<file path="src/smc_map.vh">
`ifndef SMC_MAP_VH
`define SMC_MAP_VH
// ----------------------------------------
// register byte addresses
// ----------------------------------------
`define SMC_A_CLOCK_CONFIG   8'h00
`define SMC_A_AUX_CTRL       8'h04
`define SMC_A_AUX_CTRL_TWO   8'h08
`define SMC_A_EEPROM_CTRL    8'h0C
`define SMC_A_CLK_CTRL_ZERO  8'h10
`define SMC_A_CLK_RELOAD     8'h14
`define SMC_A_TOGGLE_CTRL    8'h18
`define SMC_A_KEYPAD_FLAG    8'h1C
`define SMC_A_PIN_MODE_LOW   8'h20
`define SMC_A_PIN_MODE_HIGH  8'h24
`define SMC_A_PIN_MODE_P4    8'h28
`define SMC_A_STATUS         8'h2C
`define SMC_A_TIMER_CTRL     8'h30
// ----------------------------------------
// field positions
// ----------------------------------------
`define SMC_TPS_HI           7
`define SMC_TPS_LO           4
`define SMC_ALS_OFF_BIT      0
`define SMC_XDATA_EN_BIT     1
`define SMC_WS_HI            6
`define SMC_WS_LO            5
`define SMC_STK_XRAM_BIT     4
`define SMC_FLASH_API_BIT    5
`define SMC_EEPROM_EN_BIT    1
`define SMC_DBL_SPEED_BIT    0
`define SMC_T0_TOG_BIT       0
`define SMC_T1_TOG_BIT       1
`define SMC_LOCK4_BIT        2
`define SMC_T2_BYPASS_BIT    0
// ----------------------------------------
// reset values, modes, limits and response codes
// ----------------------------------------
`define SMC_TPS_COMPAT       4'h5
`define SMC_TPS_FAST         4'h0
`define SMC_RLD_DEFAULT      8'hFF
`define SMC_MODE_QUASI       2'b00
`define SMC_MODE_PUSHPULL    2'b01
`define SMC_MODE_INPUT       2'b10
`define SMC_MODE_OPENDRAIN   2'b11
`define SMC_FETCH_COMPAT     2'h2
`define SMC_EXT_LOW_LIMIT    16'h1FFF
`define SMC_RESP_OKAY        2'b00
`define SMC_RESP_SLVERR      2'b10
`endif

</file>
<file path="src/smc_prescaler.v">
`include "smc_map.vh"
module smc_prescaler (
   input  wire       i_clk_sys,
   input  wire       i_nrst,
   input  wire [3:0] i_ratio,
   output reg        o_tick
);
   reg [3:0] cnt_reg;
   // divide by ratio+1: 0 gives system clock, 15 gives one sixteenth
   always @(posedge i_clk_sys) begin
      if (!i_nrst) begin
         cnt_reg <= 4'h0;
         o_tick  <= 1'b0;
      end else if (cnt_reg >= i_ratio) begin
         cnt_reg <= 4'h0;
         o_tick  <= 1'b1;
      end else begin
         cnt_reg <= cnt_reg + 4'h1;
         o_tick  <= 1'b0;
      end
   end
endmodule

</file>
<file path="src/smc_pin_sampler.v">
`include "smc_map.vh"
module smc_pin_sampler #(
   parameter W = 6
) (
   input  wire         i_clk_sys,
   input  wire         i_nrst,
   input  wire         i_fast,
   input  wire         i_tick,
   input  wire [W-1:0] i_pins,
   output reg  [W-1:0] o_pins
);
   reg [W-1:0] s1_reg;
   reg [W-1:0] s2_reg;
   // two stages before use, pins are asynchronous
   always @(posedge i_clk_sys) begin
      if (!i_nrst) begin
         s1_reg <= {W{1'b0}};
         s2_reg <= {W{1'b0}};
         o_pins <= {W{1'b0}};
      end else begin
         s1_reg <= i_pins;
         s2_reg <= s1_reg;
         if (i_fast || i_tick)
            o_pins <= s2_reg;
      end
   end
endmodule

</file>
<file path="src/smc_system_config.v">
`include "smc_map.vh"
module smc_system_config #(
   parameter NPORT = 4
) (
   input  wire        i_clk_sys,
   input  wire        i_nrst,
   input  wire        i_fuse_compat,
   input  wire        i_fuse_tristate,
   input  wire        i_fuse_dbl_speed,
   input  wire        i_fuse_xdata,
   input  wire        i_reset_sense_select,
   input  wire        i_reset_pin,
   input  wire [5:0]  i_ext_pins,
   input  wire        i_timer0_ovf,
   input  wire        i_timer1_ovf,
   input  wire [7:0]  i_keypad_events,
   input  wire        i_fetch_req,
   input  wire [15:0] i_fetch_addr,
   input  wire        i_fetch_external,
   input  wire [7:0]  s_axi_awaddr,
   input  wire        s_axi_awvalid,
   output reg         s_axi_awready,
   input  wire [31:0] s_axi_wdata,
   input  wire [3:0]  s_axi_wstrb,
   input  wire        s_axi_wvalid,
   output reg         s_axi_wready,
   output reg  [1:0]  s_axi_bresp,
   output reg         s_axi_bvalid,
   input  wire        s_axi_bready,
   input  wire [7:0]  s_axi_araddr,
   input  wire        s_axi_arvalid,
   output reg         s_axi_arready,
   output reg  [31:0] s_axi_rdata,
   output reg  [1:0]  s_axi_rresp,
   output reg         s_axi_rvalid,
   input  wire        s_axi_rready,
   output reg         o_sys_reset,
   output reg         o_fast_mode,
   output reg  [3:0]  o_timer_prescale_field,
   output reg         o_timer_tick,
   output reg         o_timer2_tick,
   output reg  [5:0]  o_sampled_pins,
   output reg         o_fetch_strobe,
   output reg  [2:0]  o_exec_unit,
   output reg         o_fetch_allowed,
   output reg  [7:0]  o_clock_reload_divider,
   output reg         o_double_speed_select,
   output reg         o_address_latch_strobe_off,
   output reg         o_onchip_xdata_enable,
   output reg  [1:0]  o_xmem_wait_states,
   output reg         o_stack_in_extra_ram,
   output reg         o_flash_api_access,
   output reg         o_eeprom_access_enable,
   output reg  [2*8*NPORT-1:0] o_pin_modes,
   output reg  [15:0] o_port4_modes,
   output reg         o_timer0_count_pin,
   output reg         o_timer0_count_pin_oe,
   output reg         o_timer1_count_pin,
   output reg         o_timer1_count_pin_oe,
   output reg  [7:0]  o_keypad_flag_reg
);
   // ----------------------------------------
   // reset pin synchroniser and polarity
   // ----------------------------------------
   reg [1:0] rst_sync_reg;
   reg [1:0] pol_sync_reg;
   wire      rst_req = (rst_sync_reg[1] == pol_sync_reg[1]);
   always @(posedge i_clk_sys) begin
      if (!i_nrst) begin
         rst_sync_reg <= 2'b00;
         pol_sync_reg <= 2'b11;
         o_sys_reset  <= 1'b0;
      end else begin
         rst_sync_reg <= {rst_sync_reg[0], i_reset_pin};
         pol_sync_reg <= {pol_sync_reg[0], i_reset_sense_select};
         o_sys_reset  <= rst_req; // pulse length is the driver's duty
      end
   end
   wire any_rst = !i_nrst || o_sys_reset;

   // ----------------------------------------
   // fuse capture
   // ----------------------------------------
   // fuses latched in reset so a moving fuse input cannot glitch the mode
   reg fuse_tri_reg;
   always @(posedge i_clk_sys) begin
      if (any_rst) begin
         o_fast_mode  <= !i_fuse_compat;
         fuse_tri_reg <= i_fuse_tristate;
      end
   end

   function [1:0] def_mode;
      input integer port;
      begin
         if (i_fuse_tristate)
            def_mode = `SMC_MODE_INPUT;
         else if (port == 0)
            def_mode = `SMC_MODE_OPENDRAIN;
         else
            def_mode = `SMC_MODE_QUASI;
      end
   endfunction

   // ----------------------------------------
   // axi4-lite slave
   // ----------------------------------------
   reg [7:0]  awaddr_reg;
   reg [31:0] wdata_reg;
   reg [3:0]  wstrb_reg;
   reg        aw_have_reg;
   reg        w_have_reg;
   reg [7:0]  t2_ctrl_reg;
   reg [7:0]  toggle_ctrl_reg;
   wire       wr_go = aw_have_reg && w_have_reg && !s_axi_bvalid;
   wire       wr_b0 = wr_go && wstrb_reg[0];
   wire       wr_b1 = wr_go && wstrb_reg[1];
   wire [7:0] wb0   = wdata_reg[7:0];

   function hit;
      input [7:0] a;
      input [7:0] c;
      begin
         hit = (a[7:2] == c[7:2]);
      end
   endfunction

   function mapped;
      input [7:0] a;
      begin
         mapped = (a[7:2] <= `SMC_A_TIMER_CTRL >> 2);
      end
   endfunction

   always @(posedge i_clk_sys) begin
      if (!i_nrst) begin
         s_axi_awready <= 1'b1;
         s_axi_wready  <= 1'b1;
         aw_have_reg   <= 1'b0;
         w_have_reg    <= 1'b0;
         s_axi_bvalid  <= 1'b0;
         s_axi_bresp   <= `SMC_RESP_OKAY;
         awaddr_reg    <= 8'h00;
         wdata_reg     <= 32'h0000_0000;
         wstrb_reg     <= 4'h0;
      end else begin
         if (s_axi_awvalid && s_axi_awready) begin
            awaddr_reg    <= s_axi_awaddr;
            aw_have_reg   <= 1'b1;
            s_axi_awready <= 1'b0;
         end
         if (s_axi_wvalid && s_axi_wready) begin
            wdata_reg    <= s_axi_wdata;
            wstrb_reg    <= s_axi_wstrb;
            w_have_reg   <= 1'b1;
            s_axi_wready <= 1'b0;
         end
         if (wr_go) begin
            s_axi_bvalid <= 1'b1;
            s_axi_bresp  <= mapped(awaddr_reg) ? `SMC_RESP_OKAY : `SMC_RESP_SLVERR;
            aw_have_reg  <= 1'b0;
            w_have_reg   <= 1'b0;
         end
         if (s_axi_bvalid && s_axi_bready) begin
            s_axi_bvalid  <= 1'b0;
            s_axi_awready <= 1'b1;
            s_axi_wready  <= 1'b1;
         end
      end
   end

   // ----------------------------------------
   // configuration registers
   // ----------------------------------------
   integer k;
   always @(posedge i_clk_sys) begin
      if (any_rst) begin
         o_timer_prescale_field     <= i_fuse_compat ? `SMC_TPS_COMPAT : `SMC_TPS_FAST;
         o_clock_reload_divider     <= `SMC_RLD_DEFAULT;
         o_double_speed_select      <= i_fuse_dbl_speed || !i_fuse_compat;
         o_address_latch_strobe_off <= 1'b0;
         o_onchip_xdata_enable      <= i_fuse_xdata;
         o_xmem_wait_states         <= 2'b00;
         o_stack_in_extra_ram       <= 1'b0;
         o_flash_api_access         <= 1'b0;
         o_eeprom_access_enable     <= 1'b0;
         toggle_ctrl_reg            <= 8'h00;
         t2_ctrl_reg                <= 8'h00;
         o_port4_modes              <= 16'h0000; // port 4 resets to quasi whatever the tristate fuse
         for (k = 0; k < 8*NPORT; k = k + 1)
            o_pin_modes[2*k +: 2] <= def_mode(k / 8);
      end else begin
         if (wr_b0 && hit(awaddr_reg, `SMC_A_CLOCK_CONFIG))
            o_timer_prescale_field <= wb0[`SMC_TPS_HI:`SMC_TPS_LO];
         if (wr_b0 && hit(awaddr_reg, `SMC_A_AUX_CTRL)) begin
            o_address_latch_strobe_off <= wb0[`SMC_ALS_OFF_BIT];
            o_onchip_xdata_enable      <= wb0[`SMC_XDATA_EN_BIT];
            o_xmem_wait_states         <= wb0[`SMC_WS_HI:`SMC_WS_LO];
         end
         if (wr_b0 && hit(awaddr_reg, `SMC_A_AUX_CTRL_TWO)) begin
            o_stack_in_extra_ram <= wb0[`SMC_STK_XRAM_BIT];
            o_flash_api_access   <= wb0[`SMC_FLASH_API_BIT];
         end
         if (wr_b0 && hit(awaddr_reg, `SMC_A_EEPROM_CTRL))
            o_eeprom_access_enable <= wb0[`SMC_EEPROM_EN_BIT];
         if (wr_b0 && hit(awaddr_reg, `SMC_A_CLK_CTRL_ZERO))
            o_double_speed_select <= wb0[`SMC_DBL_SPEED_BIT];
         if (wr_b0 && hit(awaddr_reg, `SMC_A_CLK_RELOAD))
            o_clock_reload_divider <= wb0;
         if (wr_b0 && hit(awaddr_reg, `SMC_A_TOGGLE_CTRL))
            toggle_ctrl_reg <= wb0;
         if (wr_b0 && hit(awaddr_reg, `SMC_A_TIMER_CTRL))
            t2_ctrl_reg <= wb0;
         // two mode bits per pin in separate low and high planes
         for (k = 0; k < 8*NPORT; k = k + 1) begin
            if (wstrb_reg[k/8] && wr_go && hit(awaddr_reg, `SMC_A_PIN_MODE_LOW))
               o_pin_modes[2*k] <= wdata_reg[k];
            if (wstrb_reg[k/8] && wr_go && hit(awaddr_reg, `SMC_A_PIN_MODE_HIGH))
               o_pin_modes[2*k+1] <= wdata_reg[k];
         end
         if (wr_b0 && hit(awaddr_reg, `SMC_A_PIN_MODE_P4))
            o_port4_modes[7:0] <= wb0;
         if (wr_b1 && hit(awaddr_reg, `SMC_A_PIN_MODE_P4))
            o_port4_modes[15:8] <= wdata_reg[15:8];
      end
   end

   // ----------------------------------------
   // keypad flags
   // ----------------------------------------
   // reads leave flags alone; writing one clears that bit, new event wins
   wire [7:0] kb_clr = (wr_b0 && hit(awaddr_reg, `SMC_A_KEYPAD_FLAG)) ? wb0 : 8'h00;
   always @(posedge i_clk_sys) begin
      if (any_rst)
         o_keypad_flag_reg <= 8'h00;
      else
         o_keypad_flag_reg <= (o_keypad_flag_reg & ~kb_clr) | i_keypad_events;
   end

   // ----------------------------------------
   // read channel
   // ----------------------------------------
   reg [31:0] rd_mux;
   integer j;
   always @* begin
      rd_mux = 32'h0000_0000;
      case (s_axi_araddr[7:2])
         `SMC_A_CLOCK_CONFIG  >> 2: rd_mux[7:4] = o_timer_prescale_field;
         `SMC_A_AUX_CTRL      >> 2: rd_mux[7:0] = {1'b0, o_xmem_wait_states, 3'b000,
                                                   o_onchip_xdata_enable, o_address_latch_strobe_off};
         `SMC_A_AUX_CTRL_TWO  >> 2: rd_mux[7:0] = {2'b00, o_flash_api_access, o_stack_in_extra_ram, 4'h0};
         `SMC_A_EEPROM_CTRL   >> 2: rd_mux[7:0] = {6'h00, o_eeprom_access_enable, 1'b0};
         `SMC_A_CLK_CTRL_ZERO >> 2: rd_mux[0]   = o_double_speed_select;
         `SMC_A_CLK_RELOAD    >> 2: rd_mux[7:0] = o_clock_reload_divider;
         `SMC_A_TOGGLE_CTRL   >> 2: rd_mux[7:0] = toggle_ctrl_reg;
         `SMC_A_KEYPAD_FLAG   >> 2: rd_mux[7:0] = o_keypad_flag_reg;
         `SMC_A_PIN_MODE_LOW  >> 2: for (j = 0; j < 8*NPORT; j = j + 1) rd_mux[j] = o_pin_modes[2*j];
         `SMC_A_PIN_MODE_HIGH >> 2: for (j = 0; j < 8*NPORT; j = j + 1) rd_mux[j] = o_pin_modes[2*j+1];
         `SMC_A_PIN_MODE_P4   >> 2: rd_mux[15:0] = o_port4_modes;
         `SMC_A_STATUS        >> 2: rd_mux[1:0] = {fuse_tri_reg, o_fast_mode};
         `SMC_A_TIMER_CTRL    >> 2: rd_mux[7:0] = t2_ctrl_reg;
         default:                   rd_mux = 32'h0000_0000;
      endcase
   end

   always @(posedge i_clk_sys) begin
      if (!i_nrst) begin
         s_axi_arready <= 1'b1;
         s_axi_rvalid  <= 1'b0;
         s_axi_rdata   <= 32'h0000_0000;
         s_axi_rresp   <= `SMC_RESP_OKAY;
      end else if (s_axi_arvalid && s_axi_arready) begin
         s_axi_arready <= 1'b0;
         s_axi_rvalid  <= 1'b1;
         s_axi_rdata   <= rd_mux;
         s_axi_rresp   <= mapped(s_axi_araddr) ? `SMC_RESP_OKAY : `SMC_RESP_SLVERR;
      end else if (s_axi_rvalid && s_axi_rready) begin
         s_axi_rvalid  <= 1'b0;
         s_axi_arready <= 1'b1;
      end
   end

   // ----------------------------------------
   // prescaler, pin sampling, timer 2 bypass
   // ----------------------------------------
   wire pre_tick;
   smc_prescaler u_pre (
      .i_clk_sys (i_clk_sys),
      .i_nrst    (i_nrst && !o_sys_reset),
      .i_ratio   (o_timer_prescale_field),
      .o_tick    (pre_tick)
   );
   wire [5:0] samp;
   smc_pin_sampler #(.W(6)) u_samp (
      .i_clk_sys (i_clk_sys),
      .i_nrst    (i_nrst),
      .i_fast    (o_fast_mode),
      .i_tick    (pre_tick),
      .i_pins    (i_ext_pins),
      .o_pins    (samp)
   );
   always @(posedge i_clk_sys) begin
      o_timer_tick   <= pre_tick && !any_rst;
      o_timer2_tick  <= t2_ctrl_reg[`SMC_T2_BYPASS_BIT] ? !any_rst : (pre_tick && !any_rst);
      o_sampled_pins <= any_rst ? 6'h00 : samp;
   end

   // ----------------------------------------
   // timer count pin toggling
   // ----------------------------------------
   always @(posedge i_clk_sys) begin
      if (any_rst) begin
         o_timer0_count_pin    <= 1'b0;
         o_timer1_count_pin    <= 1'b0;
         o_timer0_count_pin_oe <= 1'b0;
         o_timer1_count_pin_oe <= 1'b0;
      end else begin
         o_timer0_count_pin_oe <= toggle_ctrl_reg[`SMC_T0_TOG_BIT];
         o_timer1_count_pin_oe <= toggle_ctrl_reg[`SMC_T1_TOG_BIT];
         if (i_timer0_ovf && toggle_ctrl_reg[`SMC_T0_TOG_BIT])
            o_timer0_count_pin <= !o_timer0_count_pin;
         if (i_timer1_ovf && toggle_ctrl_reg[`SMC_T1_TOG_BIT])
            o_timer1_count_pin <= !o_timer1_count_pin;
      end
   end

   // ----------------------------------------
   // fetch pacing and external fetch guard
   // ----------------------------------------
   // unit is 6 in compat, 1 in fast; fetch slot counts 3 clocks in compat, 1 in fast
   reg [1:0] fetch_cnt_reg;
   always @(posedge i_clk_sys) begin
      if (any_rst) begin
         fetch_cnt_reg   <= 2'b00;
         o_fetch_strobe  <= 1'b0;
         o_fetch_allowed <= 1'b0;
         o_exec_unit     <= 3'h0;
      end else begin
         o_exec_unit <= o_fast_mode ? 3'h1 : 3'h6;
         if (o_fast_mode || fetch_cnt_reg == `SMC_FETCH_COMPAT) begin
            fetch_cnt_reg  <= 2'b00;
            o_fetch_strobe <= i_fetch_req;
         end else begin
            fetch_cnt_reg  <= fetch_cnt_reg + 2'b01;
            o_fetch_strobe <= 1'b0;
         end
         o_fetch_allowed <= !i_fetch_external ||
            (i_fetch_addr > `SMC_EXT_LOW_LIMIT && !toggle_ctrl_reg[`SMC_LOCK4_BIT]);
      end
   end
endmodule

</file>
<file path="config.mk">
export PLATFORM = sky130hd
export DESIGN_NAME = smc_system_config
export DESIGN_NICKNAME = d
export VERILOG_FILES = /design/src/smc_prescaler.v /design/src/smc_pin_sampler.v /design/src/smc_system_config.v
export VERILOG_INCLUDE_DIRS = /design/src
export SDC_FILE = /design/constraint.sdc
export NUM_CORES = 1
export LEC_CHECK = 0
export ABC_AREA = 0
export BUFFER_PORTS_ARGS = -buffer_cell sky130_fd_sc_hd__buf_2
export CORE_MARGIN = 4
export CORE_UTILIZATION = 55
export DETAILED_ROUTE_END_ITERATION = 7
export PLACE_DENSITY = 0.92
export SLEW_MARGIN = 40
export SYNTH_ARGS = -nofsm -noshare
export SYNTH_HDL_FRONTEND = slang
export SYNTH_HIERARCHICAL = 1
export SYNTH_SLANG_ARGS = --single-unit
</file>
<file path="constraint.sdc">
create_clock -name i_clk_sys -period 3.5 [get_ports i_clk_sys]
set_input_delay 0.35 -clock i_clk_sys [delete_from_list [all_inputs] [get_ports i_clk_sys]]
set_output_delay 0.35 -clock i_clk_sys [all_outputs]
set_load 0.01 [all_outputs]
</file>
Yosys cells after proc, flatten, opt, wreduce, memory -nomap -nowiden
Index checks and enable logic that the tools add are counted.

Magnitude comparators: 4. $add $sub $neg: 2. Reductions and logical operators: 68. Mux-type cells: 90. Equality and inequality tests: 25. Bitwise logic cells: 6.

Operators with widths (count): $mux 1 (75); $mux 64 (1); $eq 6x4->1 const B (9); $eq 6x3->1 const B (8); $pmux 4 s10 (1); $logic_and 1x1->1 (35); $pmux 16 s2 (1); $eq 6x2->1 const B (4); $pmux 8 s3 (1); $reduce_bool 2->1 (12); $pmux 1 s10 (2); $gt 16x13->1 const B (1); $pmux 2 s7 (1); $eq 6x1->1 const B (2); $le 6x4->1 const B (2); $logic_not 6->1 (2); $reduce_or 2->1 (5); $logic_not 1->1 (9); $and 8x8->8 (1); $mux 4 (2); $mux 8 (1); $not 8->8 (1); $or 8x8->8 (1); $mux 2 (3); other kinds (8) (15).

Bits of input ports: 99. Output and inout port bits: 168. Register bits: 260.

Logic depth before layout (Yosys ltp)
Word-level depth: 8. Gate-level depth with buffers: 7. Gate-level depth less buffers: 5.

Hierarchy
Netlist, hierarchy kept.

By module, submodules not included: smc_system_config (cells an instance 947, seq. area each 5365.1 µm², area each 9410.3 µm², times used 1); smc_pin_sampler (cells an instance 51, seq. area each 360.3 µm², area each 558.0 µm², times used 1); smc_prescaler (cells an instance 28, seq. area each 100.1 µm², area each 270.3 µm², times used 1).

Worst setup path before layout
Ideal clock, no wire load.

Path kind: flip-flop to flip-flop. Start point: reg awaddr_reg[2]. End point: reg o_pin_modes[0], enable pin. Clock period less this slack: 2.009 ns. Cell stages (with the launch flop): 4. Required time: 3.116 ns. Setup time: 0.384 ns. Path slack: 1.491 ns. Buffers on the path: 1. Arrival time: 1.625 ns. Path through: dfxtp_1 -> or4_4 -> buf_6 -> o21ai_0.

Word-level cells in the longest chain between the ends: 3.

RTL lines: start: declaration (RTL line smc_system_config.v:108) `reg [7:0] awaddr_reg;`; start signal: assignment (RTL line smc_system_config.v:148) `awaddr_reg <= s_axi_awaddr;`; $eq 6x4->1 (RTL line smc_system_config.v:124) `hit = (a[7:2] == c[7:2]);`; $logic_and 1x1->1 (RTL line smc_system_config.v:216) `` if (wstrb_reg[k/8] && wr_go && hit(awaddr_reg, `SMC_A_PIN_MODE_LOW)) ``; $reduce_bool 2->1 (no source line); end signal: indexed assignment (RTL line smc_system_config.v:191) `o_pin_modes[2*k +: 2] <= def_mode(k / 8);`; end signal: indexed assignment (RTL line smc_system_config.v:217) `o_pin_modes[2*k] <= wdata_reg[k];`; end signal: indexed assignment (RTL line smc_system_config.v:219) `o_pin_modes[2*k+1] <= wdata_reg[k];`; end: declaration (RTL line smc_system_config.v:54) `output reg [2*8*NPORT-1:0] o_pin_modes,`.

No other way between the ends. A chain may end at the register's enable or synchronous reset.

Final worst setup path
Start point: reg s_axi_bvalid. End point: reg o_pin_modes[53], enable pin.

Word-level cells in the longest chain between the ends: 5.

RTL lines: start: declaration (RTL line smc_system_config.v:28) `output reg s_axi_bvalid,`; start signal: assignment (RTL line smc_system_config.v:141) `s_axi_bvalid <= 1'b0;`; start signal: assignment (RTL line smc_system_config.v:159) `s_axi_bvalid <= 1'b1;`; start signal: assignment (RTL line smc_system_config.v:165) `s_axi_bvalid <= 1'b0;`; $logic_not 1->1 (RTL line smc_system_config.v:115) `wire wr_go = aw_have_reg && w_have_reg && !s_axi_bvalid;`; $logic_and 1x1->1 (RTL line smc_system_config.v:115); $logic_and 1x1->1 (2 in a row) (RTL line smc_system_config.v:218) `` if (wstrb_reg[k/8] && wr_go && hit(awaddr_reg, `SMC_A_PIN_MODE_HIGH)) ``; $reduce_bool 2->1 (no source line).

No other way between the ends.

==> impl_metrics.yaml <==
global_routing:
  grt_pass1_vias: 8369
  grt_overflow: 0
  grt_max_degree: 78
  grt.total_usage_pct: 27.5
  antenna_found_initial: 3
  grt_pass1_wl_um: 44900
placed_design:
  gp_congestion: 0.953
  io_buffers: 247
  postPlaceCellArea_mm2: 0.0116
  dp_hpwl_um: 21100
cts:
  numCtsBuffers: 25
  cts_tree: "built"
  clkSlewWorstSetupHoldPaths_ns: 0.06
  clk-insertion-delay-late_ns: 0.52
  cts-root-buf: "clkbuf_16"
  clockBufferDepth: 3
  ctsHtreeMaxLevel: 1
  cts_resized: 0
  clock_sinks: 255
detailed_routing:
  dr.first_iter.drc_count: 722
  wl_met3_um: 3030
  drt-met1-wl_um: 11500
  wl_per_cell_um: 19.9
  viasPerCell: 5.75
  wl_met2_um: 14000
  remaining_drc_errors: 0
  ant_nets: 0
  vias: 8628
  dr.max_layer_used: "met5"
  wl_um: 29900
  drtPass1Iterations: 6
die:
  die_w_um: 144
  die_h_um: 144
  ios: 267
  num_rows: 49
  start_util_pct: 56.4
  core-area_mm2: 0.0181
  die_area_mm2: 0.0209
synthesis:
  synth_cells: 1026
  synthDominantCellAreaShare_pct: 35.8
  synth_edf_count: 72
  synth_area_per_cell_um2: 9.98
  synth_top_cell_by_area: "dfxtp_1"
  yosysSeqAreaShare_pct: 56.9
  netlist_area_mm2: 0.0102
  ys_types: 65
  ys_warn_count: 6
  async_reset_ff_share_pct: 0
  synth_seq_cells: 255
  synth_top_flop_cell: "dfxtp_1"
  synthTopCellsByArea: "dfxtp_1, edfxtp_1, nand2_1"
timing:
  min_period_over_period_pct: 62.2
  rsz0062_at_grt: "no"
  layout_min_cycle_time_ns: 2.18
  setup_viol_count_final: 0
  fin_tns_setup_ns: 0
  worst_pin_slew_ns: 0.886
  slew_viol_final: 0
  hold_viol: 0
  fmax_mhz: 460
  clock_skew_ns: 0.0175
  maxSlewHeadroom_pct: 40.4
setup_path:
  cp_max_fo: 8
  reg2reg_slack_ns: 1.32
  crit_path_end: "o_pin_modes[53]$_DFFE_PP_"
  worstReg2RegEnd: "o_pin_modes[53]$_DFFE_PP_"
  path_class: "reg2reg"
  crit_required_ns: 3.66
  cp-start-kind: "flop"
  crit_start: "s_axi_bvalid$_SDFFE_PP0N_"
  worstRegToRegCells: 5
  reg2reg_from: "s_axi_bvalid$_SDFFE_PP0N_"
  cp.arrival_ns: 2.34
  crit_path_end_kind: "flop"
layout:
  final_net_count: 1355
  postLayoutCellArea_mm2: 0.0124
  syn2layout_area_growth_pct: 21.3
  largest_reg_flops: 64
  drive_gt1_share_pct: 27.8
  final_util_pct: 68.4
  fill_cells: 1283
outcome:
  status: "finished, final reports clean"
pwr:
  clockPowerShare_pct: 39.3
  p_comb_share_pct: 10.0
  p_leak_nw: 5.27
  internal_power_mw: 4.90
  ir_worst_vdd_mv: 0.532
  power_switching_mw: 1.64
  power.density_mw_per_mm2: 527
  netSwitchingFraction_pct: 25.0
  total_power_mw: 6.54
  seq_power_share_pct: 50.8
run:
  cap_violations: 0
worst_hold_path:
  hold_path.class: "in2reg"
-- routing by layer --
metal | GRT usage, % | vias up
li1 | - | 3995
met1 | 35.8 | 4011
met2 | 44.0 | 514
met3 | 6.05 | 106
met4 | 12.2 | 2
met5 | 0 | -
-- through the flow --
| stage | instances | hold WS [ns] | setup slack, ns |
|---|---|---|---|
| after floorplan | 1027 | 0.386 | 1.49 |
| after global placement | 1450 | 0.391 | 1.18 |
| after detailed placement | 1450 | 0.420 | 1.05 |
| after CTS | 1497 | 0.0125 | 1.25 |
| after global routing | 1501 | 0.0239 | 1.20 |
| final | 1501 | 0.0297 | 1.32 |
-- area by class of cell --
type,count,area [um^2],share of cell area (%)
Multi-Input combinational cell,681,4050,32.6
Timing Repair Buffer,263,1380,11.1
Clock buffer,34,721,5.80
Antenna cell,3,7.51,0.0604
Tap cell,229,287,2.31
Clock inverter,12,67.6,0.544
Sequential cell,255,5830,46.9
Inverter,24,90.1,0.725
-- cells by family after synthesis --
| family | share of synthesized area [%] |
|---|---|
| xor+xnor | 0.599 |
| mux | 4.90 |
| flops | 56.9 |
| compound gates | 12.6 |
| simple gates | 20.5 |
| other cells | 0.0366 |
| buf+inv | 3.70 |
| fa+ha+maj | 0.831 |
-- cells in the mapped netlist (7+ instances only) --
master,instances
inv_1,24
buf_2,8
a221oi_1,19
a21boi_0,45
mux2_2,9
a31oi_1,7
a21oi_1,24
edfxtp_1,72
clkbuf_1,49
dfxtp_1,183
o21ai_0,44
nor2b_1,12
nor2_1,91
or2_2,25
a22o_1,7
nand3_1,34
mux2i_1,40
nand2_1,147
and2_1,57
nor3_1,13
nand2b_1,7
a22oi_1,14
o211ai_1,7
nor3b_1,16
-- worst min path at each step --
stage	start	to	slack, ns	depth (start not counted)
5_1_grt	i_ext_pins[4]	u_samp/s1_reg[4]$_SDFF_PN0_	0.02	2
3_3_place_gp	pol_sync_reg[0]$_SDFF_PN1_	pol_sync_reg[1]$_SDFF_PN1_	0.39	1
2_1_floorplan	pol_sync_reg[0]$_SDFF_PN1_	pol_sync_reg[1]$_SDFF_PN1_	0.39	1
4_1_cts	s_axi_wvalid	s_axi_wready$_SDFFE_PP1P_	0.01	2
3_5_place_dp	pol_sync_reg[0]$_SDFF_PN1_	pol_sync_reg[1]$_SDFF_PN1_	0.42	1
6_report	s_axi_wvalid	s_axi_wready$_SDFFE_PP1P_	0.03	2
-- critical path, cell delays in order (launching register included) --
cell and delay [ns]:
dfxtp_1 0.35, nand3b_1 0.34, or3_1 0.44, nor2_1 0.25, nand2_1 0.08, nand2_1 0.35
-- cell usage in the layout, fill, tap and decap left out, types with 13 or more instances in the layout --
master     instances
nand3_1           34
buf_4             13
edfxtp_1          72
o21ai_0           44
a221oi_1          19
mux2i_1           40
nor2_1            90
a22oi_1           14
and2_1            56
nand2_1          147
inv_1             23
clkbuf_16         26
a21oi_1           24
nor3_1            13
buf_2            247
nor3b_1           16
a21boi_0          45
or2_2             25
dfxtp_1          183
-- what timing repair did --
item | CTS | global route
endpoints found under the hold margin | 1 | 0
setup buffers | 0 | 0
hold buffers | 1 | 0
-- power by group through the flow --
stage / combinational (mW) / clock (mW) / sequential [mW]
6_report: 0.654 / 2.57 / 3.32
5_1_grt: 0.710 / 2.72 / 3.33
4_1_cts: 0.646 / 2.60 / 3.31
3_5_place_dp: 0.638 / 0 / 3.38
3_3_place_gp: 0.615 / 0 / 3.37
2_1_floorplan: 0.332 / 0 / 3.39
No activity file was read; power rests on OpenSTA's default activity.
